==> src/inc/rwc_defines.vh <==
// Constants for the reset and watchdog controller
`ifndef RWC_DEFINES_VH
`define RWC_DEFINES_VH

// Register indexes on the plain register port
`define RWC_ADDR_RST_STATUS   4'h0
`define RWC_ADDR_SW_RESET     4'h1
`define RWC_ADDR_WDOG_CTRL     4'h2
`define RWC_ADDR_WDOG_WINCTRL  4'h3
`define RWC_ADDR_WDOG_LOCK     4'h4
`define RWC_ADDR_PROT_KEY      4'h5
`define RWC_ADDR_BOD_CTRL      4'h6
`define RWC_ADDR_BOOT_CTRL     4'h7
`define RWC_ADDR_WDOG_COUNT_LO 4'h8
`define RWC_ADDR_WDOG_COUNT_HI 4'h9

// Reset status bit positions
`define RWC_ST_POR   0
`define RWC_ST_EXT   1
`define RWC_ST_WDOG  2
`define RWC_ST_BOD   3
`define RWC_ST_JTAG  4
`define RWC_ST_DBG   5
`define RWC_ST_SW    6

// Field positions
`define RWC_EN_BIT      0
`define RWC_PER_LSB     1
`define RWC_PER_MSB     4
`define RWC_BOD_LVL_MSB 2

// Reset values
`define RWC_WDOG_CTRL_RST 8'h00
`define RWC_WIN_CTRL_RST  8'h00
`define RWC_BOD_CTRL_RST  3'h0
`define RWC_BOOT_CTRL_RST 1'h0

// Protection key and window length in clk_sys_i cycles
`define RWC_PROT_KEY    8'hD8
`define RWC_PROT_CYCLES 3'h4

// Watchdog timing: 32 kHz oscillator divided by 32 gives 1 kHz
`define RWC_LPO_DIV      5'h1F
`define RWC_WDOG_BASE_MS 14'h0008
`define RWC_WDOG_PER_MAX 4'hA

// Reset vector of the boot section, word address
`define RWC_BOOT_VECTOR  16'h8000

// Length of a stretched internal reset request, clk_sys_i cycles
`define RWC_RST_HOLD     5'h10

`endif

==> src/hw/rwc_top.v <==
// Reset sequencer with watchdog, reset cause log and timed-write guard
//
// Design decisions made here: the plain strobed port and the address map.
`timescale 1ns/1ps
// Overview of operation
// RULE_01: Any reset source drives the device reset with no clock needed; watchdog and software resets go through the clk_sys_i hold counter.
// RULE_02: Device reset restores control registers; memory contents stay.
// RULE_03: Reset vector is address 0, or boot section start when chosen.
// RULE_04: I/O pins go high impedance at once while any reset is active.
// RULE_05: Cause of the last reset is kept in a readable status register.
// RULE_06: Device stays in reset while supply is below power-on threshold.
// RULE_07: Device stays in reset while the external reset pin is low.
// RULE_08: Watchdog expiry resets the device only while watchdog is enabled.
// RULE_09: Enabled brown-out detector below its set level resets device.
// RULE_10: Device stays in reset while the scan-chain reset bit is one.
// RULE_11: Debug port reset request resets the device.
// RULE_12: Software reset needs the timed protected write; plain writes fail.
// RULE_13: Eleven watchdog periods, from 8 ms up to 8 s.
// RULE_14: Watchdog counts a 1 kHz tick from the 32 kHz low-power clock.
// RULE_15: Enabled watchdog counts always and resets unless restarted.
// RULE_16: Software issues restart instructions to clear the watchdog.
// RULE_17: Window mode resets on restart before minimum or after maximum.
// RULE_18: Watchdog settings change only through the timed protected write.
// RULE_19: Always-on fuse keeps watchdog enabled despite software.
// RULE_20: Watchdog lock blocks setting changes until next reset.
// RULE_21: Status flags survive resets until software writes one to clear.
// RULE_22: Key write opens a short window; late protected writes dropped.
`include "rwc_defines.vh"

module rwc_top (
  input  wire        clk_sys_i,
  input  wire        rst_n_i,
  input  wire        por_below_i,
  input  wire        ext_reset_n_i,
  input  wire        bod_below_i,
  input  wire        bod_fuse_en_i,
  input  wire        scan_reset_bit_i,
  input  wire        program_debug_port_reset_i,
  input  wire        low_power_oscillator_i,
  input  wire        wdog_always_on_fuse_i,
  input  wire        watchdog_restart_instruction_i,
  input  wire [3:0]  reg_addr_i,
  input  wire [7:0]  reg_wdata_i,
  input  wire        reg_wr_i,
  input  wire        reg_rd_i,
  output wire [7:0]  reg_rdata_o,
  output wire        dev_reset_o,
  output wire        io_hiz_o,
  output wire [15:0] reset_vector_o,
  output wire [2:0]  bod_level_o,
  output wire        wdog_running_o
);

  // Three-stage samplers for every pin and the oscillator
  wire [5:0]  pin_raw;
  wire [5:0]  pin_s;
  wire [5:0]  pin_rise;

  // Every raw bit idles low, matching the sampler reset level
  assign pin_raw = {low_power_oscillator_i, program_debug_port_reset_i,
                    scan_reset_bit_i, bod_below_i & bod_fuse_en_i,
                    ~ext_reset_n_i, por_below_i};

  rwc_sync3 sync_por_u (
    .clk_sys_i (clk_sys_i),
    .rst_n_i   (rst_n_i),
    .pin_i     (pin_raw[0]),
    .lvl_o     (pin_s[0]),
    .rise_o    (pin_rise[0])
  );

  rwc_sync3 sync_ext_u (
    .clk_sys_i (clk_sys_i),
    .rst_n_i   (rst_n_i),
    .pin_i     (pin_raw[1]),
    .lvl_o     (pin_s[1]),
    .rise_o    (pin_rise[1])
  );

  rwc_sync3 sync_bod_u (
    .clk_sys_i (clk_sys_i),
    .rst_n_i   (rst_n_i),
    .pin_i     (pin_raw[2]),
    .lvl_o     (pin_s[2]),
    .rise_o    (pin_rise[2])
  );

  rwc_sync3 sync_scan_u (
    .clk_sys_i (clk_sys_i),
    .rst_n_i   (rst_n_i),
    .pin_i     (pin_raw[3]),
    .lvl_o     (pin_s[3]),
    .rise_o    (pin_rise[3])
  );

  rwc_sync3 sync_dbg_u (
    .clk_sys_i (clk_sys_i),
    .rst_n_i   (rst_n_i),
    .pin_i     (pin_raw[4]),
    .lvl_o     (pin_s[4]),
    .rise_o    (pin_rise[4])
  );

  rwc_sync3 sync_osc_u (
    .clk_sys_i (clk_sys_i),
    .rst_n_i   (rst_n_i),
    .pin_i     (pin_raw[5]),
    .lvl_o     (pin_s[5]),
    .rise_o    (pin_rise[5])
  );

  // Internal reset request stretcher for event sources
  reg  [4:0]  hold_cnt_q;
  reg  [4:0]  hold_cnt_d;
  wire        wdog_fire;
  wire        sw_fire;
  wire        hold_active;

  assign hold_active = (hold_cnt_q != 5'h00);

  always @* begin
    hold_cnt_d = hold_cnt_q;
    if (wdog_fire || sw_fire) begin
      hold_cnt_d = `RWC_RST_HOLD;
    end else if (hold_active) begin
      hold_cnt_d = hold_cnt_q - 5'h01;
    end
  end

  always @(posedge clk_sys_i) begin
    if (!rst_n_i) begin
      hold_cnt_q <= 5'h00;
    end else begin
      hold_cnt_q <= hold_cnt_d;
    end
  end

  // Reset merge: raw pins feed the output directly, no clock in the path
  wire pin_reset_raw;
  assign pin_reset_raw = por_below_i                         // RULE_06
                       | ~ext_reset_n_i                      // RULE_07
                       | (bod_below_i & bod_fuse_en_i)       // RULE_09
                       | scan_reset_bit_i                    // RULE_10
                       | program_debug_port_reset_i;         // RULE_11
  assign dev_reset_o = pin_reset_raw | hold_active;          // RULE_01
  assign io_hiz_o    = dev_reset_o;                          // RULE_04

  // Control registers fall back to reset values during any device reset
  wire cfg_rst;
  assign cfg_rst = !rst_n_i | (|pin_s[4:0]) | hold_active;   // RULE_02

  // Timed-write guard
  reg  [2:0]  prot_cnt_q;
  wire        wr_key;
  wire        prot_open;
  wire        prot_wr;

  assign wr_key    = reg_wr_i && (reg_addr_i == `RWC_ADDR_PROT_KEY);
  assign prot_open = (prot_cnt_q != 3'h0);
  assign prot_wr   = reg_wr_i && prot_open
                   && (reg_addr_i != `RWC_ADDR_PROT_KEY);

  always @(posedge clk_sys_i) begin
    if (cfg_rst) begin
      prot_cnt_q <= 3'h0;
    end else if (wr_key && reg_wdata_i == `RWC_PROT_KEY) begin
      prot_cnt_q <= `RWC_PROT_CYCLES;                        // RULE_22
    end else if (prot_wr) begin
      prot_cnt_q <= 3'h0;
    end else if (prot_open) begin
      prot_cnt_q <= prot_cnt_q - 3'h1;                       // RULE_22
    end
  end

  // Software reset only through the guard
  assign sw_fire = prot_wr && (reg_addr_i == `RWC_ADDR_SW_RESET)
                 && reg_wdata_i[0];                          // RULE_12

  // Watchdog settings
  reg  [7:0]  wdog_ctrl_q;
  reg  [7:0]  win_ctrl_q;
  reg         wdog_lock_q;
  reg  [2:0]  bod_lvl_q;
  reg         boot_vec_q;
  wire        cfg_wr_ok;

  assign cfg_wr_ok = prot_wr && !wdog_lock_q;                // RULE_18

  always @(posedge clk_sys_i) begin
    if (cfg_rst) begin
      wdog_ctrl_q <= `RWC_WDOG_CTRL_RST;
      win_ctrl_q  <= `RWC_WIN_CTRL_RST;
      wdog_lock_q <= 1'b0;
    end else begin
      if (cfg_wr_ok && reg_addr_i == `RWC_ADDR_WDOG_CTRL) begin
        wdog_ctrl_q <= {3'h0, reg_wdata_i[4:0]};             // RULE_20
      end
      if (cfg_wr_ok && reg_addr_i == `RWC_ADDR_WDOG_WINCTRL) begin
        win_ctrl_q <= {3'h0, reg_wdata_i[4:0]};              // RULE_20
      end
      // Lock is sticky; only a reset releases it
      if (prot_wr && reg_addr_i == `RWC_ADDR_WDOG_LOCK
          && reg_wdata_i[0]) begin
        wdog_lock_q <= 1'b1;                                 // RULE_20
      end
    end
  end

  always @(posedge clk_sys_i) begin
    if (cfg_rst) begin
      bod_lvl_q  <= `RWC_BOD_CTRL_RST;
      boot_vec_q <= `RWC_BOOT_CTRL_RST;
    end else begin
      if (reg_wr_i && reg_addr_i == `RWC_ADDR_BOD_CTRL) begin
        bod_lvl_q <= reg_wdata_i[`RWC_BOD_LVL_MSB:0];
      end
      if (prot_wr && reg_addr_i == `RWC_ADDR_BOOT_CTRL) begin
        boot_vec_q <= reg_wdata_i[0];
      end
    end
  end

  reg  [15:0] reset_vec_q;
  always @(posedge clk_sys_i) begin
    if (!rst_n_i) begin
      reset_vec_q <= 16'h0000;
    end else begin
      reset_vec_q <= boot_vec_q ? `RWC_BOOT_VECTOR : 16'h0000; // RULE_03
    end
  end
  assign reset_vector_o = reset_vec_q;
  assign bod_level_o    = bod_lvl_q;

  // Watchdog clocking: 1 kHz tick from the oscillator edges
  reg  [4:0]  lpo_div_q;
  reg         tick_q;
  wire        lpo_edge;

  assign lpo_edge = pin_rise[5];

  always @(posedge clk_sys_i) begin
    if (!rst_n_i) begin
      lpo_div_q <= 5'h00;
      tick_q    <= 1'b0;
    end else begin
      tick_q <= lpo_edge && (lpo_div_q == `RWC_LPO_DIV);     // RULE_14
      if (lpo_edge) begin
        lpo_div_q <= lpo_div_q + 5'h01;
      end
    end
  end

  // Period limit: 8 ms doubled per step, codes above ten clamp
  wire [3:0]  per_code;
  wire [3:0]  win_code;
  wire [13:0] per_lim;
  wire [13:0] win_lim;
  wire        wdog_en;
  wire        win_en;

  assign per_code = (wdog_ctrl_q[4:1] > `RWC_WDOG_PER_MAX) ?
                    `RWC_WDOG_PER_MAX : wdog_ctrl_q[4:1];
  assign win_code = (win_ctrl_q[4:1] > `RWC_WDOG_PER_MAX) ?
                    `RWC_WDOG_PER_MAX : win_ctrl_q[4:1];
  assign per_lim  = `RWC_WDOG_BASE_MS << per_code;           // RULE_13
  assign win_lim  = `RWC_WDOG_BASE_MS << win_code;           // RULE_13
  assign wdog_en  = wdog_ctrl_q[0] | wdog_always_on_fuse_i;  // RULE_19
  assign win_en   = win_ctrl_q[0] & wdog_en;
  assign wdog_running_o = wdog_en;

  reg  [13:0] wdog_cnt_q;
  reg  [13:0] wdog_cnt_d;
  reg         wdog_fire_d;
  reg         wdog_fire_q;

  always @* begin
    wdog_cnt_d  = wdog_cnt_q;
    wdog_fire_d = 1'b0;
    if (!wdog_en) begin
      wdog_cnt_d = 14'h0000;
    end else if (watchdog_restart_instruction_i) begin
      wdog_cnt_d = 14'h0000;                                 // RULE_16
      if (win_en && wdog_cnt_q < win_lim) begin
        wdog_fire_d = 1'b1;                                  // RULE_17
      end
    end else if (tick_q) begin
      if (wdog_cnt_q >= per_lim - 14'h0001) begin
        wdog_fire_d = 1'b1;                                  // RULE_15
        wdog_cnt_d  = 14'h0000;
      end else begin
        wdog_cnt_d = wdog_cnt_q + 14'h0001;                  // RULE_15
      end
    end
  end

  always @(posedge clk_sys_i) begin
    if (cfg_rst) begin
      wdog_cnt_q  <= 14'h0000;
      wdog_fire_q <= 1'b0;
    end else begin
      wdog_cnt_q  <= wdog_cnt_d;
      wdog_fire_q <= wdog_fire_d;
    end
  end
  assign wdog_fire = wdog_fire_q & wdog_en;                  // RULE_08

  // Reset cause flags: cleared only by rst_n_i or write-one
  reg  [6:0]  rst_flags_q;
  wire [6:0]  flag_set;
  wire [6:0]  flag_clr;

  assign flag_set = {sw_fire, pin_rise[4], pin_rise[3], pin_rise[2],
                     wdog_fire, pin_rise[1], pin_rise[0]};
  assign flag_clr = (reg_wr_i && reg_addr_i == `RWC_ADDR_RST_STATUS) ?
                    reg_wdata_i[6:0] : 7'h00;

  always @(posedge clk_sys_i) begin
    if (!rst_n_i) begin
      rst_flags_q <= 7'h00;
    end else begin
      // Set wins over a simultaneous clear
      rst_flags_q <= (rst_flags_q & ~flag_clr) | flag_set;   // RULE_05 RULE_21
    end
  end

  // Read port: data one cycle after the read strobe
  reg  [7:0]  rdata_q;
  reg  [7:0]  rdata_d;

  always @* begin
    rdata_d = 8'h00;
    case (reg_addr_i)
      `RWC_ADDR_RST_STATUS:   rdata_d = {1'b0, rst_flags_q};  // RULE_05
      `RWC_ADDR_WDOG_CTRL:    rdata_d = {wdog_ctrl_q[7:1], wdog_en};
      `RWC_ADDR_WDOG_WINCTRL: rdata_d = win_ctrl_q;
      `RWC_ADDR_WDOG_LOCK:    rdata_d = {6'h00, prot_open, wdog_lock_q};
      `RWC_ADDR_BOD_CTRL:     rdata_d = {5'h00, bod_lvl_q};
      `RWC_ADDR_BOOT_CTRL:    rdata_d = {7'h00, boot_vec_q};
      `RWC_ADDR_WDOG_COUNT_LO: rdata_d = wdog_cnt_q[7:0];
      `RWC_ADDR_WDOG_COUNT_HI: rdata_d = {2'h0, wdog_cnt_q[13:8]};
      default:                rdata_d = 8'h00;
    endcase
  end

  always @(posedge clk_sys_i) begin
    if (!rst_n_i) begin
      rdata_q <= 8'h00;
    end else begin
      rdata_q <= reg_rd_i ? rdata_d : 8'h00;
    end
  end
  assign reg_rdata_o = rdata_q;

endmodule

// One pin sampler: three sampling flops and a level flop, a change counts once two and three agree
module rwc_sync3 #(
  parameter [0:0] IDLE_LVL = 1'b0
) (
  input  wire clk_sys_i,
  input  wire rst_n_i,
  input  wire pin_i,
  output wire lvl_o,
  output wire rise_o
);

  reg  s1_q;
  reg  s2_q;
  reg  s3_q;
  reg  lvl_q;
  wire lvl_d;

  // Hysteresis: a single odd sample never flips the level
  assign lvl_d  = (s2_q & s3_q) | (lvl_q & (s2_q | s3_q));
  assign lvl_o  = lvl_d;
  assign rise_o = lvl_d & ~lvl_q;

  // Reset to the idle level so no false edge follows reset
  always @(posedge clk_sys_i) begin
    if (!rst_n_i) begin
      s1_q  <= IDLE_LVL;
      s2_q  <= IDLE_LVL;
      s3_q  <= IDLE_LVL;
      lvl_q <= IDLE_LVL;
    end else begin
      s1_q  <= pin_i;
      s2_q  <= s1_q;
      s3_q  <= s2_q;
      lvl_q <= lvl_d;
    end
  end

endmodule

==> config.mk <==
export PLATFORM = sky130hd
export DESIGN_NAME = rwc_top
export DESIGN_NICKNAME = d
export VERILOG_FILES = /design/src/hw/rwc_top.v
export VERILOG_INCLUDE_DIRS = /design/src /design/src/inc
export SDC_FILE = /design/constraint.sdc
export NUM_CORES = 1
export LEC_CHECK = 0
export BUFFER_PORTS_ARGS = -buffer_cell sky130_fd_sc_hd__buf_4
export CORE_MARGIN = 8
export CORE_UTILIZATION = 55
export DETAILED_ROUTE_END_ITERATION = 16
export GPL_TIMING_DRIVEN = 0
export PLACE_DENSITY = 0.82
export RECOVER_POWER = 50
export SYNTH_ARGS = -nofsm -noshare
export SYNTH_HDL_FRONTEND = slang
export SYNTH_SLANG_ARGS = --single-unit
==> constraint.sdc <==
create_clock -name clk_sys_i -period 9.3 [get_ports clk_sys_i]
set_clock_uncertainty 0.15 [all_clocks]
set_input_delay 0.93 -clock clk_sys_i [delete_from_list [all_inputs] [get_ports clk_sys_i]]
set_output_delay 0.93 -clock clk_sys_i [all_outputs]
set_load 0.05 [all_outputs]
======== Word level (Yosys, flattened, before mapping) ========
Index checks and enable logic that the tools add are counted.
operators by class
  add/sub/neg operators ................... 5
  $mul .................................... 0
  divide/modulo/power cells ............... 0
  order comparisons ....................... 4
  equality and inequality tests ........... 12
  shift-type cells ........................ 2
  multiplexer cells ....................... 15
  bitwise gates (word level) .............. 53
  reductions and logical operators ........ 30
operators by type and width
  cell                                                 number
  case mux 8 bit (8 select lines)                      1
  << shifter 4 x 4 -> 14 bit, first input constant     2
  bitwise AND 1 bit                                    21
  bitwise OR 1 bit                                     20
  equality test 4 x 3 -> 1 bit, second input constant  4
  logical AND 1 bit                                    16
  2-to-1 mux 16 bit                                    1
  adder 14 x 1 -> 14 bit, second input constant        1
  greater-or-equal comparator 14 bit                   1
  less-than comparator 14 bit                          1
  2-to-1 mux 14 bit                                    1
  subtractor 14 x 1 -> 14 bit, second input constant   1
  2-to-1 mux 5 bit                                     2
  2-to-1 mux 3 bit                                     3
  NOT 1 bit                                            9
  equality test 4 x 2 -> 1 bit, second input constant  2
  equality test 4 bit, second input constant           2
  equality test 8 bit, second input constant           1
  > comparator 4 bit, second input constant            2
  2-to-1 mux 4 bit                                     2
  bitwise AND 7 bit                                    1
  2-to-1 mux 7 bit                                     1
  NOT 7 bit                                            1
  bitwise OR 7 bit                                     1
  other kinds (17)                                     24
storage, ports and cells
  register bits ........................... 99
  latch bits .............................. 0
  RAM bits ................................ 0
  bits in read-only memories .............. 0
  bits of input ports ..................... 25
  output and inout bits ................... 30
  word-level logic and storage cells ...... 161
  memories kept ........................... 0

======== Logic depth before layout (Yosys ltp) ========
Gate-level depths: netlist of run 1.
  depth after elaboration ................. 8
  mapped depth ............................ 14
  mapped depth without buffers ............ 12

======== Cells and area by module ========
Synthesis of run 1 repeated with hierarchy kept, for this count alone.
unflattened totals
  cell total of the unflattened synthesis .. 496
  area, all modules ....................... 4,371.7 um2
modules (own cells, without submodules)
  module     times used  cells each  area an instance (um2)
  rwc_top    1           430         3,628.5
  rwc_sync3  6           11          123.9

======== Worst setup path after synthesis of run 1 ========
Ideal clock, no wire load.
  path kind ............................... input -> output
  start point ............................. input port bod_below_i
  end point ............................... output port io_hiz_o
  arrival ................................. 2,092 ps
  slack ................................... 6,128 ps
  cell stages on the path ................. 3
  buffers on the path ..................... 1
  cells stage by stage .................... a211oi_1 -> nand4b_1 -> buf_4
between the ends
  word-level cells in the longest chain between the ends .. 5
ends and longest elaborated chain
  what               line           RTL
  from (decl)        rwc_top.v:35   input wire bod_below_i,
  bitwise AND 1 bit  rwc_top.v:142  | (bod_below_i & bod_fuse_en_i)
  bitwise OR 1 bit   rwc_top.v:142
  bitwise OR 1 bit   rwc_top.v:143  | scan_reset_bit_i
  bitwise OR 1 bit   rwc_top.v:144  | program_debug_port_reset_i;
  bitwise OR 1 bit   rwc_top.v:145  assign dev_reset_o = pin_reset_raw | hold_active;
  to (decl)          rwc_top.v:48   output wire io_hiz_o,
Every way passes these cells.

======== Worst setup path after layout of run 1 ========
  start point ............................. register wdog_ctrl_q[2]
  end point ............................... register wdog_cnt_q[5]
between the ends
  word-level cells in the longest chain between the ends .. 6
ends and longest elaborated chain
  what                                      line           RTL
  from (decl)                               rwc_top.v:180  reg [7:0] wdog_ctrl_q;
  from (signal assigned)                    rwc_top.v:191  wdog_ctrl_q <= `RWC_WDOG_CTRL_RST;
  from (signal assigned)                    rwc_top.v:196  wdog_ctrl_q <= {3'h0, reg_wdata_i[4:0]};
  > comparator 4 bit (no line)              -
  2-to-1 mux 4 bit (*)                      rwc_top.v:261  assign per_code = (wdog_ctrl_q[4:1] > `RWC_WDOG_PER_MAX) ?
  << shifter 4 x 4 -> 14 bit (no line) (*)  -
  subtractor 14 x 1 -> 14 bit (*)           rwc_top.v:287  if (wdog_cnt_q >= per_lim - 14'h0001) begin
  greater-or-equal comparator 14 bit (*)    rwc_top.v:287
  2-to-1 mux 14 bit (*)                     rwc_top.v:287
  to (signal assigned)                      rwc_top.v:301  wdog_cnt_q <= wdog_cnt_d;
  to (decl)                                 rwc_top.v:271  reg [13:0] wdog_cnt_q;
Mark *: on every way between the ends. The rest lies on a longest branch, timed or not.
A chain may end at the register's enable or synchronous reset.

==> out/qor.txt, run 1 <==
========================================================================================================
Share of power burned in the clock network ................................................        33.7%
DR WL met3 ................................................................................       664 um
Fraction of the cycle the final worst path needs ..........................................        39.3%
Unrepaired setup endpoints after global routing ...........................................           no
Maximum cell stage delay along the critical path ..........................................      0.51 ns
Core Region ............................................................................... 0.00773 mm^2
Post-synthesis instance area .............................................................. 0.00437 mm^2
Final setup violating endpoints ...........................................................            0
Most numerous cell types in the synthesized netlist ....................................... 84 x dfxtp_1, 74 x nor2_1, 45 x nand2_1
Cell class contributing the biggest share of worst-path delay ............................. compound AO/OA/AOI/OAI gates
Total internal power ......................................................................   0.000532 W
Count of fill cells added during filler insertion .........................................          655
Top post-synthesis cells by area .......................................................... dfxtp_1 39%, ha_1 8.6%, nor2_1 6.4%
First-pass GRT wire length ................................................................    17,000 um
Sw Share ..................................................................................        31.4%
Final estimated routing congestion in global placement ....................................        0.906
Synthesis-to-finish area growth ...........................................................        13.7%
Hold crit path type ....................................................................... flip-flop to flip-flop
Max Clk Rate ..............................................................................      274 MHz
Fraction of registers with async set/reset ................................................           0%
Data arrival time of the critical path ....................................................      3.81 ns
Leftover overflow at the end of global routing ............................................            0
Floorplan die width .......................................................................       105 um
Detailed placement HPWL ...................................................................      7790 um
Post-CTS clock slew at the launch and capture registers of the worst setup and hold paths .      0.10 ns
Flip-flop and latch count after synthesis .................................................           84
Top Metal Used ............................................................................         met4
Fraction of post-synthesis cell area in the top cell type by area .........................        38.5%
Mapped Cells ..............................................................................          509
Required time at the endpoint of the critical path ........................................      9.45 ns
Largest net degree at the start of global routing .........................................           19
Mean area per synthesized cell ............................................................    8.58 um^2
Vertical extent of the die ................................................................       105 um
Share of total power in sequential cells ..................................................        49.3%
Clk sink count ............................................................................           84
Cell Chain, Critical Path ................................................................. clkbuf_1 -> or2_2 -> or3_1 -> ha_1 -> nor3_1 -> a21oi_1 -> o21a_1 -> ha_1 -> a21oi_1 -> o21ai_0 -> a21boi_0 -> o2111ai_2 -> buf_6 -> nor2_1
Post-CTS setup repair buffer count ........................................................            0
Met1 Routed Length ........................................................................      4390 um
Final cell utilization of the core ........................................................        64.3%
Number of levels in the clock H-tree ......................................................            3
Predominant post-synthesis flop cell ......................................................      dfxtp_1
ANT nets after route ......................................................................            0
Initial DRC count .........................................................................          203
Worst-skew pair later-pin latency .........................................................      0.36 ns
Count of synthesis-stage warnings from yosys ..............................................            0
Cts bufs inserted .........................................................................            9
Crit-path max FO ..........................................................................           10
Die area ..................................................................................  0.0110 mm^2
First-pass detailed-route iteration total .................................................            4
Maximum buffer depth of the clock tree ....................................................            2
Worst-path cell with the longest stage delay ..............................................     a21boi_0
IR drop worst, VDD ........................................................................     0.160 mV
Number of nets at the end of the flow .....................................................          625
Logic pwr share ...........................................................................        17.0%
Tightest slew margin relative to the limit ................................................        47.0%
Initial antenna violation count ...........................................................            0
Number of global-route vias before repair .................................................        3,699
Number of placed I/O pins .................................................................           55
Resize count post-CTS .....................................................................            0
Yosys cell types ..........................................................................           59
Final critical-path setup slack ...........................................................      5.64 ns
Number of rows in the core area ...........................................................           32
# diodes ..................................................................................            0
Via/cell ratio ............................................................................         5.46
Maximum Capacitance Violations ............................................................            0
Post-Place Worst Slack ....................................................................      5.71 ns
Number of hold-repair buffers added at the cts stage ......................................            0
Critical path type ........................................................................ flip-flop to flip-flop
Summed negative setup slack over all endpoints ............................................         0 ns
Input/output buffers ......................................................................           36
PwrDens ...................................................................................  156 mW/mm^2
Met2 layer wire length in the routed design ...............................................      4850 um
CP bufs+invs ..............................................................................            2
Number of enable-type register cells in the synthesized netlist ...........................            0
Number of design rule violations left after detail routing ................................            0
Wire length per cell after detailed routing ...............................................      14.9 um
Fin. max-slew vios ........................................................................            0
Crit path time final ......................................................................      3.66 ns
Transition time of the tightest slew-check pin ............................................     0.788 ns
Library cell with the largest summed area after synthesis .................................      dfxtp_1
Number of cells after detailed placement ..................................................          661
Worst hold slack across all endpoints .....................................................     0.291 ns
Proportion of synthesized chip area in sequential cells ...................................        38.5%
Initial standard-cell utilization of the core .............................................        56.5%
Via count of the routed design ............................................................        3,697
Standby leakage power .....................................................................      1.89 nW
Total Routing Usage GR ....................................................................        18.5%
Power spent charging and discharging nets .................................................   0.000244 W
Crit end category .........................................................................    flip-flop
Fraction of final layout cells with drive strength greater than 1 .........................        13.0%
TritonCTS clock tree ......................................................................          yes
Hold violation total from the final report ................................................            0
Outcome ................................................................................... finished, final reports clean
Clock root buffer master ..................................................................     clkbuf_8
Final Routed Wirelength ...................................................................    10,100 um
Crit path launch type .....................................................................    flip-flop
Post-route non-filler standard cell count .................................................          677
Most common cell in the netlist ...........................................................      dfxtp_1
========================================================================================================
-- worst paths after layout --
| check | from | endpoint | slack (ns) | depth (start not counted) |
|---|---|---|---|---|
| min | sync_osc_u.s1_q$_SDFF_PN0_ | sync_osc_u.s2_q$_SDFF_PN0_ | 0.29 | 1 |
| max reg2reg | wdog_ctrl_q[2]$_SDFFE_PP0P_ | wdog_cnt_q[5]$_SDFFE_PP0P_ | 5.64 | 14 |
| min reg2reg | sync_osc_u.s1_q$_SDFF_PN0_ | sync_osc_u.s2_q$_SDFF_PN0_ | 0.29 | 1 |
| max | wdog_ctrl_q[2]$_SDFFE_PP0P_ | wdog_cnt_q[5]$_SDFFE_PP0P_ | 5.64 | 14 |
-- metrics by stage --
stage | area [um^2] | power, W
4_1_cts | 5020 | 0.000781
6_report | 4970 | 0.000775
3_3_place_gp | 4820 | 0.000518
2_1_floorplan | 4420 | 0.000490
3_5_place_dp | 4820 | 0.000523
5_1_grt | 4970 | 0.000814
-- worst reg2reg max path, cell delays in order (launching register included) --
cell and delay (ns):
dfxtp_1 0.31, clkbuf_1 0.21, or2_2 0.35, or3_1 0.35, ha_1 0.29, nor3_1 0.16
a21oi_1 0.06, o21a_1 0.18, ha_1 0.28, a21oi_1 0.12, o21ai_0 0.11, a21boi_0 0.51
o2111ai_2 0.23, buf_6 0.20, nor2_1 0.11
-- layer usage --
metal	up-vias	GRT usage, %
met1	1695	21.1
met4	0	5.91
li1	1862	-
met5	-	0
met3	17	5.53
met2	123	32.4
-- registers in the layout, indices dropped and copies added (netlist names), 3 cells and up --
register     flops
wdog_cnt_q      14
reg_rdata_o      8
rst_flags_q      7
hold_cnt_q       5
lpo_div_q        5
wdog_ctrl_q      5
win_ctrl_q       5
bod_level_o      3
prot_cnt_q       3
-- final cells by class --
class / instances / area [um^2] / share of cell area, %
Clock inverter: 7 / 76.3 / 1.54
Inverter: 11 / 41.3 / 0.831
Timing Repair Buffer: 36 / 221 / 4.46
Tap cell: 102 / 128 / 2.57
Sequential cell: 84 / 1680 / 33.9
Multi-Input combinational cell: 395 / 2500 / 50.4
Buffer: 33 / 193 / 3.88
Clock buffer: 9 / 124 / 2.49
-- logic make-up (layout without fill, tap and decap cells) --
| logic type | count (synthesis) | after routing | synth area share, % |
|---|---|---|---|
| compound gates | 73 | 73 | 10.8 |
| flops | 84 | 84 | 38.5 |
| mux | 23 | 23 | 5.39 |
| fa+ha+maj | 35 | 35 | 9.74 |
| other cells | 1 | 15 | 0.0859 |
| simple gates | 233 | 233 | 26.9 |
| buf+inv | 44 | 96 | 5.36 |
| xor+xnor | 16 | 16 | 3.21 |
-- power groups by stage --
stage               clock (W)  combinational [W]  sequential [W]
finish               0.000261           0.000132        0.000382
global placement            0           0.000129        0.000390
detailed placement          0           0.000133        0.000391
global route         0.000283           0.000147        0.000384
CTS                  0.000265           0.000133        0.000382
floorplan                   0           0.000102        0.000389
-- cells in the final DEF, fill, tap and decap left out, types with 13 or more instances in the layout --
master    count
a21oi_1      30
and2_1       15
buf_4        39
clkbuf_1     27
conb_1       15
dfxtp_1      84
ha_1         30
mux2i_1      19
nand2_1      45
nand3_1      16
nor2_1       75
nor2b_1      13
nor3_1       15
(Power assumes the default switching activity.)
==> inputs of run 2 (changes only) <==
Settings changed: CORE_UTILIZATION 55 to 52.
Clock period 9.3 ns to 3.01 ns, I/O delays scaled along.
==> run 2 against run 1 <==
Sequential power rose to 3.1 times the previous value. Highest routed layer unchanged. Wire length increased by 6.0%. Worst hold slack got worse by 0.27 ns. Via count increased by 2.9%. Combinational power rose to 3.3 times the previous value. First-iteration DRC count shrank 3.4%. Critical path depth shrank 2.
==> out/qor.txt, run 2 (same netlist as run 1, synthesis figures left out) <==
========================================================================================================
Crit path launch type .....................................................................    flip-flop
Transition time of the tightest slew-check pin ............................................     0.781 ns
Length in cells of the worst reg-to-reg path ..............................................           12
Final estimated routing congestion in global placement ....................................        0.907
Leftover overflow at the end of global routing ............................................            0
Commonest non-fill, non-tap cell in the layout ............................................      dfxtp_1
First-pass detailed-route iteration total .................................................            5
Crit path time final ......................................................................      2.96 ns
Outcome ................................................................................... finished, final reports clean
Critical path type ........................................................................ flip-flop to flip-flop
Number of levels in the clock H-tree ......................................................            3
Total chip power ..........................................................................    0.00242 W
Fin. max-slew vios ........................................................................            0
Final setup violating endpoints ...........................................................            0
Largest net degree at the start of global routing .........................................           19
Data arrival time of the critical path ....................................................      3.08 ns
Maximum buffer depth of the clock tree ....................................................            2
Clk sink count ............................................................................           84
Dominant cell type by count on the critical path ..........................................         ha_4
Clock root buffer master ..................................................................     clkbuf_8
CP bufs+invs ..............................................................................            1
Initial antenna violation count ...........................................................            0
Required time at the endpoint of the critical path ........................................      3.13 ns
Register with the highest flop count ......................................................   wdog_cnt_q
IR drop worst, VDD ........................................................................     0.556 mV
# diodes ..................................................................................            0
Number of nets at the end of the flow .....................................................          636
Worst Hold Depth ..........................................................................            2
Core Region ............................................................................... 0.00818 mm^2
Post-place instance area .................................................................. 0.00483 mm^2
Final critical-path setup slack ...........................................................    0.0478 ns
TritonCTS clock tree ......................................................................          yes
PwrDens ...................................................................................  461 mW/mm^2
Via/cell ratio ............................................................................         5.51
Wire length per cell after detailed routing ...............................................      15.5 um
Floorplan die width .......................................................................       108 um
Worst-path cell with the longest stage delay ..............................................        or3_4
Worst-skew pair later-pin latency .........................................................      0.37 ns
Number of placed I/O pins .................................................................           55
Cts bufs inserted .........................................................................            9
Post-Place Worst Slack ....................................................................    -0.427 ns
Number of design rule violations left after detail routing ................................            0
Cell class contributing the biggest share of worst-path delay ............................. simple AND/OR/NAND/NOR gates
Number of global-route vias before repair .................................................        3,615
Post-CTS clock slew at the launch and capture registers of the worst setup and hold paths .      0.10 ns
Levels on crit path .......................................................................           12
Max FFs per register ......................................................................           14
Crit end category .........................................................................    flip-flop
Input/output buffers ......................................................................           36
Standby leakage power .....................................................................      1.99 nW
Maximum Capacitance Violations ............................................................            0
Cell Chain, Critical Path ................................................................. or2_4 -> or3_4 -> ha_4 -> nor3_2 -> a21oi_2 -> ha_4 -> and4_4 -> nor4b_4 -> nand3b_1 -> o2111ai_4 -> buf_6 -> nor2_2
Via count of the routed design ............................................................        3,804
Crit-path max FO ..........................................................................            6
Maximum cell stage delay along the critical path ..........................................      0.39 ns
Initial DRC count .........................................................................          196
First-pass GRT wire length ................................................................    17,200 um
Final cell utilization of the core ........................................................        64.1%
Final Routed Wirelength ...................................................................    10,700 um
Detailed placement HPWL ...................................................................      7930 um
Tightest slew margin relative to the limit ................................................        47.6%
Total Routing Usage GR ....................................................................        18.5%
Highest-count cells in the layout ignoring fill and taps .................................. 82 x dfxtp_1, 66 x nor2_1, 46 x buf_4
Fraction of final layout cells with drive strength greater than 1 .........................        18.6%
Unrepaired setup endpoints after global routing ...........................................          yes
Worst hold slack across all endpoints .....................................................    0.0240 ns
Initial standard-cell utilization of the core .............................................        53.4%
ANT nets after route ......................................................................            0
Number of rows in the core area ...........................................................           33
Synthesis-to-finish area growth ...........................................................        20.0%
Hold crit path type ....................................................................... primary input to flip-flop
Vertical extent of the die ................................................................       108 um
Die area ..................................................................................  0.0116 mm^2
Fraction of the cycle the final worst path needs ..........................................        98.4%
Max Clk Rate ..............................................................................      338 MHz
Hold violation total from the final report ................................................            0
Cell area after layout .................................................................... 0.00524 mm^2
========================================================================================================
run 2: cell types whose count changed in the layout (fill, tap and decap cells not counted), sizes merged:
cell	previous run	this run
clkinv	2	3
buf	42	50
dlygate4sd3	0	5
clkbuf	36	34
inv	16	15
run 2: worst paths after layout:
path	start	endpoint	slack, ns
max reg2reg	wdog_ctrl_q[1]$_SDFFE_PP0P_	wdog_cnt_q[7]$_SDFFE_PP0P_	0.05
max	wdog_ctrl_q[1]$_SDFFE_PP0P_	wdog_cnt_q[7]$_SDFFE_PP0P_	0.05
min	bod_fuse_en_i	sync_bod_u.s1_q$_SDFF_PN0_	0.02
min reg2reg	sync_osc_u.s1_q$_SDFF_PN0_	sync_osc_u.s2_q$_SDFF_PN0_	0.29
run 2: layer usage:
layer | up-vias | share of wire [%] | track usage [%]
li1 | 1883 | - | -
met1 | 1784 | 43 | 22.1
met2 | 113 | 48 | 30.7
met3 | 24 | 6.5 | 5.39
met4 | 0 | 2.1 | 6.84
met5 | - | 0 | 0
run 2: repair_timing:
action / 4_1_cts / 5_1_grt
hold buffers: 5 / 0
setup endpoints to repair: 15 / 15
pin swaps: 7 / 9
resized for setup: 22 / 17
gates cloned: 1 / 0
endpoints found under the hold margin: 5 / 0
buffers inserted: 4 / 3
run 2: stage by stage:
stage	setup TNS, ns	instances
3_5_place_dp	-5.27	664
5_1_grt	-0.422	691
6_report	0	691
4_1_cts	0	689
3_3_place_gp	-3.84	664
2_1_floorplan	0	523
run 2: layout make-up:
class / count / area [um^2]
plain buffers: 31 / 186
clock buffers: 9 / 124
clock inverters: 7 / 76.3
fillers: 702 / 2940
inverters: 11 / 41.3
multi-input cells: 395 / 2660
flip-flops and latches: 84 / 1690
well taps: 105 / 131
repair buffers: 49 / 335
run 2: power by group:
group	total, W	internal (W)	leakage, nW	switching, W
sequential	0.00118	0.00115	0.682	0.0000293
combinational	0.000431	0.000172	1.20	0.000259
clock	0.000806	0.000330	0.103	0.000476
==> inputs of run 3 (changes only) <==
Settings changed: ABC_CLOCK_PERIOD_IN_PS from default to 3010, CORE_UTILIZATION 52 to 36, PLACE_DENSITY 0.82 to 0.62, SKIP_LAST_GASP from default to 1.
==> run 3 against run 2 <==
Power is 17% higher. Design area is 2.9% higher. Wire length is 4.2% higher. The flow now finishes with violations (setup timing). Fmax is 3.0% lower. Non-clock buffer count is 2 higher. Largest power group is now the clock network. Setup slack worse by 0.092 ns. Sequential share of layout area is 0.90 points lower. Via count is 1.0% higher. Largest cell class unchanged. First-iteration DRC count is 27% higher.
==> out/qor.txt, run 3 (same netlist as run 1, synthesis figures left out) <==
========================================================================================================
Register with the highest flop count ......................................................   wdog_cnt_q
TritonCTS clock tree ......................................................................          yes
Clock root buffer master ..................................................................    clkbuf_16
Unrepaired setup endpoints after global routing ...........................................          yes
Floorplan die width .......................................................................       126 um
Clk sink count ............................................................................           84
Hold crit path type ....................................................................... primary input to flip-flop
Fin. max-slew vios ........................................................................            0
Wire length per cell after detailed routing ...............................................      15.2 um
Number of design rule violations left after detail routing ................................            0
Total chip power ..........................................................................    0.00282 W
Synthesis-to-finish area growth ...........................................................        23.4%
# diodes ..................................................................................            0
Initial DRC count .........................................................................          248
End of the worst register-to-register path ................................................ wdog_cnt_q[11]$_SDFFE_PP0P_
Final critical-path setup slack ...........................................................   -0.0440 ns
Commonest non-fill, non-tap cell in the layout ............................................      dfxtp_1
Final setup violating endpoints ...........................................................           11
Hold_sp ................................................................................... low_power_oscillator_i
Tightest slew margin relative to the limit ................................................        46.5%
Hold violation total from the final report ................................................            0
Via/cell ratio ............................................................................         5.23
Number of rows in the core area ...........................................................           40
Number of nets at the end of the flow .....................................................          638
Post-Place Worst Slack ....................................................................    -0.429 ns
Worst-skew pair later-pin latency .........................................................      0.34 ns
Crit path time final ......................................................................      3.05 ns
Final estimated routing congestion in global placement ....................................        0.869
Total Routing Usage GR ....................................................................        13.9%
Worst hold slack across all endpoints .....................................................    0.0240 ns
Fraction of the cycle the final worst path needs ..........................................         101%
Required time at the endpoint of the critical path ........................................      3.09 ns
ANT nets after route ......................................................................            0
Leftover overflow at the end of global routing ............................................            0
PwrDens ...................................................................................  523 mW/mm^2
Number of placed I/O pins .................................................................           55
Worst Hold Depth ..........................................................................            2
Number of levels in the clock H-tree ......................................................            3
Post-CTS clock slew at the launch and capture registers of the worst setup and hold paths .      0.06 ns
Final Routed Wirelength ...................................................................    11,200 um
Critical path type ........................................................................ flip-flop to flip-flop
First-pass GRT wire length ................................................................    17,900 um
Input/output buffers ......................................................................           36
Cell Chain, Critical Path ................................................................. or2_4 -> or3_4 -> ha_4 -> nor3_2 -> a21oi_1 -> ha_1 -> and4_4 -> nor4b_4 -> nand3b_1 -> o2111ai_4 -> buf_6 -> nor2_1
Post-route non-filler standard cell count .................................................          735
First-pass detailed-route iteration total .................................................            5
Worst-path cell with the longest stage delay ..............................................        or3_4
Maximum cell stage delay along the critical path ..........................................      0.40 ns
Outcome ................................................................................... finished, violations left
Crit-path max FO ..........................................................................            5
Transition time of the tightest slew-check pin ............................................     0.797 ns
Sequential standard cell area ............................................................. 0.00169 mm^2
Via count of the routed design ............................................................        3,843
Number of cells after detailed placement ..................................................          706
Max FFs per register ......................................................................           14
Fraction of final layout cells with drive strength greater than 1 .........................        18.2%
Initial antenna violation count ...........................................................            0
Length in cells of the worst reg-to-reg path ..............................................           12
Largest net degree at the start of global routing .........................................           16
Max Clk Rate ..............................................................................      327 MHz
IR drop worst, VDD ........................................................................     0.376 mV
Crit path launch type .....................................................................    flip-flop
Standby leakage power .....................................................................      2.05 nW
Critical R2R Launch ....................................................................... wdog_ctrl_q[2]$_SDFFE_PP0P_
Count of fill cells added during filler insertion .........................................        1,175
Vertical extent of the die ................................................................       126 um
Maximum buffer depth of the clock tree ....................................................            2
Die area ..................................................................................  0.0159 mm^2
Initial standard-cell utilization of the core .............................................        36.7%
Detailed placement HPWL ...................................................................      8400 um
Crit end category .........................................................................    flip-flop
Highest-count cells in the layout ignoring fill and taps .................................. 82 x dfxtp_1, 72 x nor2_1, 51 x buf_4
Data arrival time of the critical path ....................................................      3.14 ns
Violations in the final reports ........................................................... setup timing
Maximum Capacitance Violations ............................................................            0
Endpoint with the worst hold slack ........................................................ sync_osc_u.s1_q$_SDFF_PN0_
Area taken by multi-input logic gates ..................................................... 0.00263 mm^2
Number of global-route vias before repair .................................................        3,685
Core Region ...............................................................................  0.0119 mm^2
Cts bufs inserted .........................................................................            9
Register-to-register setup slack ..........................................................     -0.04 ns
========================================================================================================
-- run 3: cell count changes in the layout (fill, tap and decap cells not counted), sizes merged --
cell | previous run | this run
buf | 50 | 55
dlygate4sd3 | 5 | 1
bufinv | 0 | 2
clkbuf | 34 | 36
clkinv | 3 | 1
inv | 15 | 13
clkinvlp | 0 | 1
-- run 3: worst max-delay path: cells and delay by family, from the launching register on --
kind,cells,cell delay (ns)
flops,1,0.36
fa+ha+maj,2,0.54
buf+inv,1,0.16
compound gates,2,0.24
simple gates,7,1.49
-- run 3: layout make-up --
type                    count  area share (%)
multi-input cells         395            48.8
clock inverters             6            1.79
repair buffers             50            6.18
plain buffers              32            3.51
well taps                 147            3.41
inverters                  11           0.766
clock buffers              10            4.25
flip-flops and latches     84            31.3
-- run 3: power breakdown --
| group | internal (W) | switching, W | leakage, nW |
|---|---|---|---|
| Combinational | 0.000170 | 0.000262 | 1.21 |
| Clock | 0.000737 | 0.000471 | 0.155 |
| Sequential | 0.00115 | 0.0000296 | 0.682 |
-- run 3: routing by layer --
layer,global-route usage [%],routed length (um),vias to the layer above
li1,-,-,1886
met1,16.9,4960,1829
met2,23.1,5290,110
met3,4.05,720,18
met4,4.32,180,0
met5,0,0,-
-- run 3: per-stage QoR --
stage          utilization, %  cell area [um^2]  setup TNS (ns)
6_report                 45.2              5390          -0.396
5_1_grt                  45.2              5390           -2.15
4_1_cts                  44.6              5310               0
3_5_place_dp             41.0              4880           -5.45
3_3_place_gp             41.0              4880           -4.43
2_1_floorplan               -              4430               0
-- run 3: repair_timing --
item / CTS / global route
gates resized for setup: 17 / 13
pin swaps: 4 / 8
setup buffers: 2 / 10
gates cloned: 1 / 0
hold buffers: 1 / 0
endpoints found under the hold margin: 1 / 0
endpoints found under the setup margin: 15 / 15
-- run 3: how the worst max path moves through the flow --
stage	start	end	slack [ns]	cells past startpoint
floorplan	wdog_ctrl_q[2]$_SDFFE_PP0P_	wdog_cnt_q[8]$_SDFFE_PP0P_	0.008	14
global placement	wdog_ctrl_q[2]$_SDFFE_PP0P_	wdog_cnt_q[12]$_SDFFE_PP0P_	-0.36	14
detailed placement	wdog_ctrl_q[2]$_SDFFE_PP0P_	wdog_cnt_q[12]$_SDFFE_PP0P_	-0.43	14
CTS	wdog_ctrl_q[1]$_SDFFE_PP0P_	wdog_cnt_q[2]$_SDFFE_PP0P_	0.003	12
global route	wdog_ctrl_q[2]$_SDFFE_PP0P_	wdog_cnt_q[10]$_SDFFE_PP0P_	-0.17	12
finish	wdog_ctrl_q[2]$_SDFFE_PP0P_	wdog_cnt_q[11]$_SDFFE_PP0P_	-0.04	12
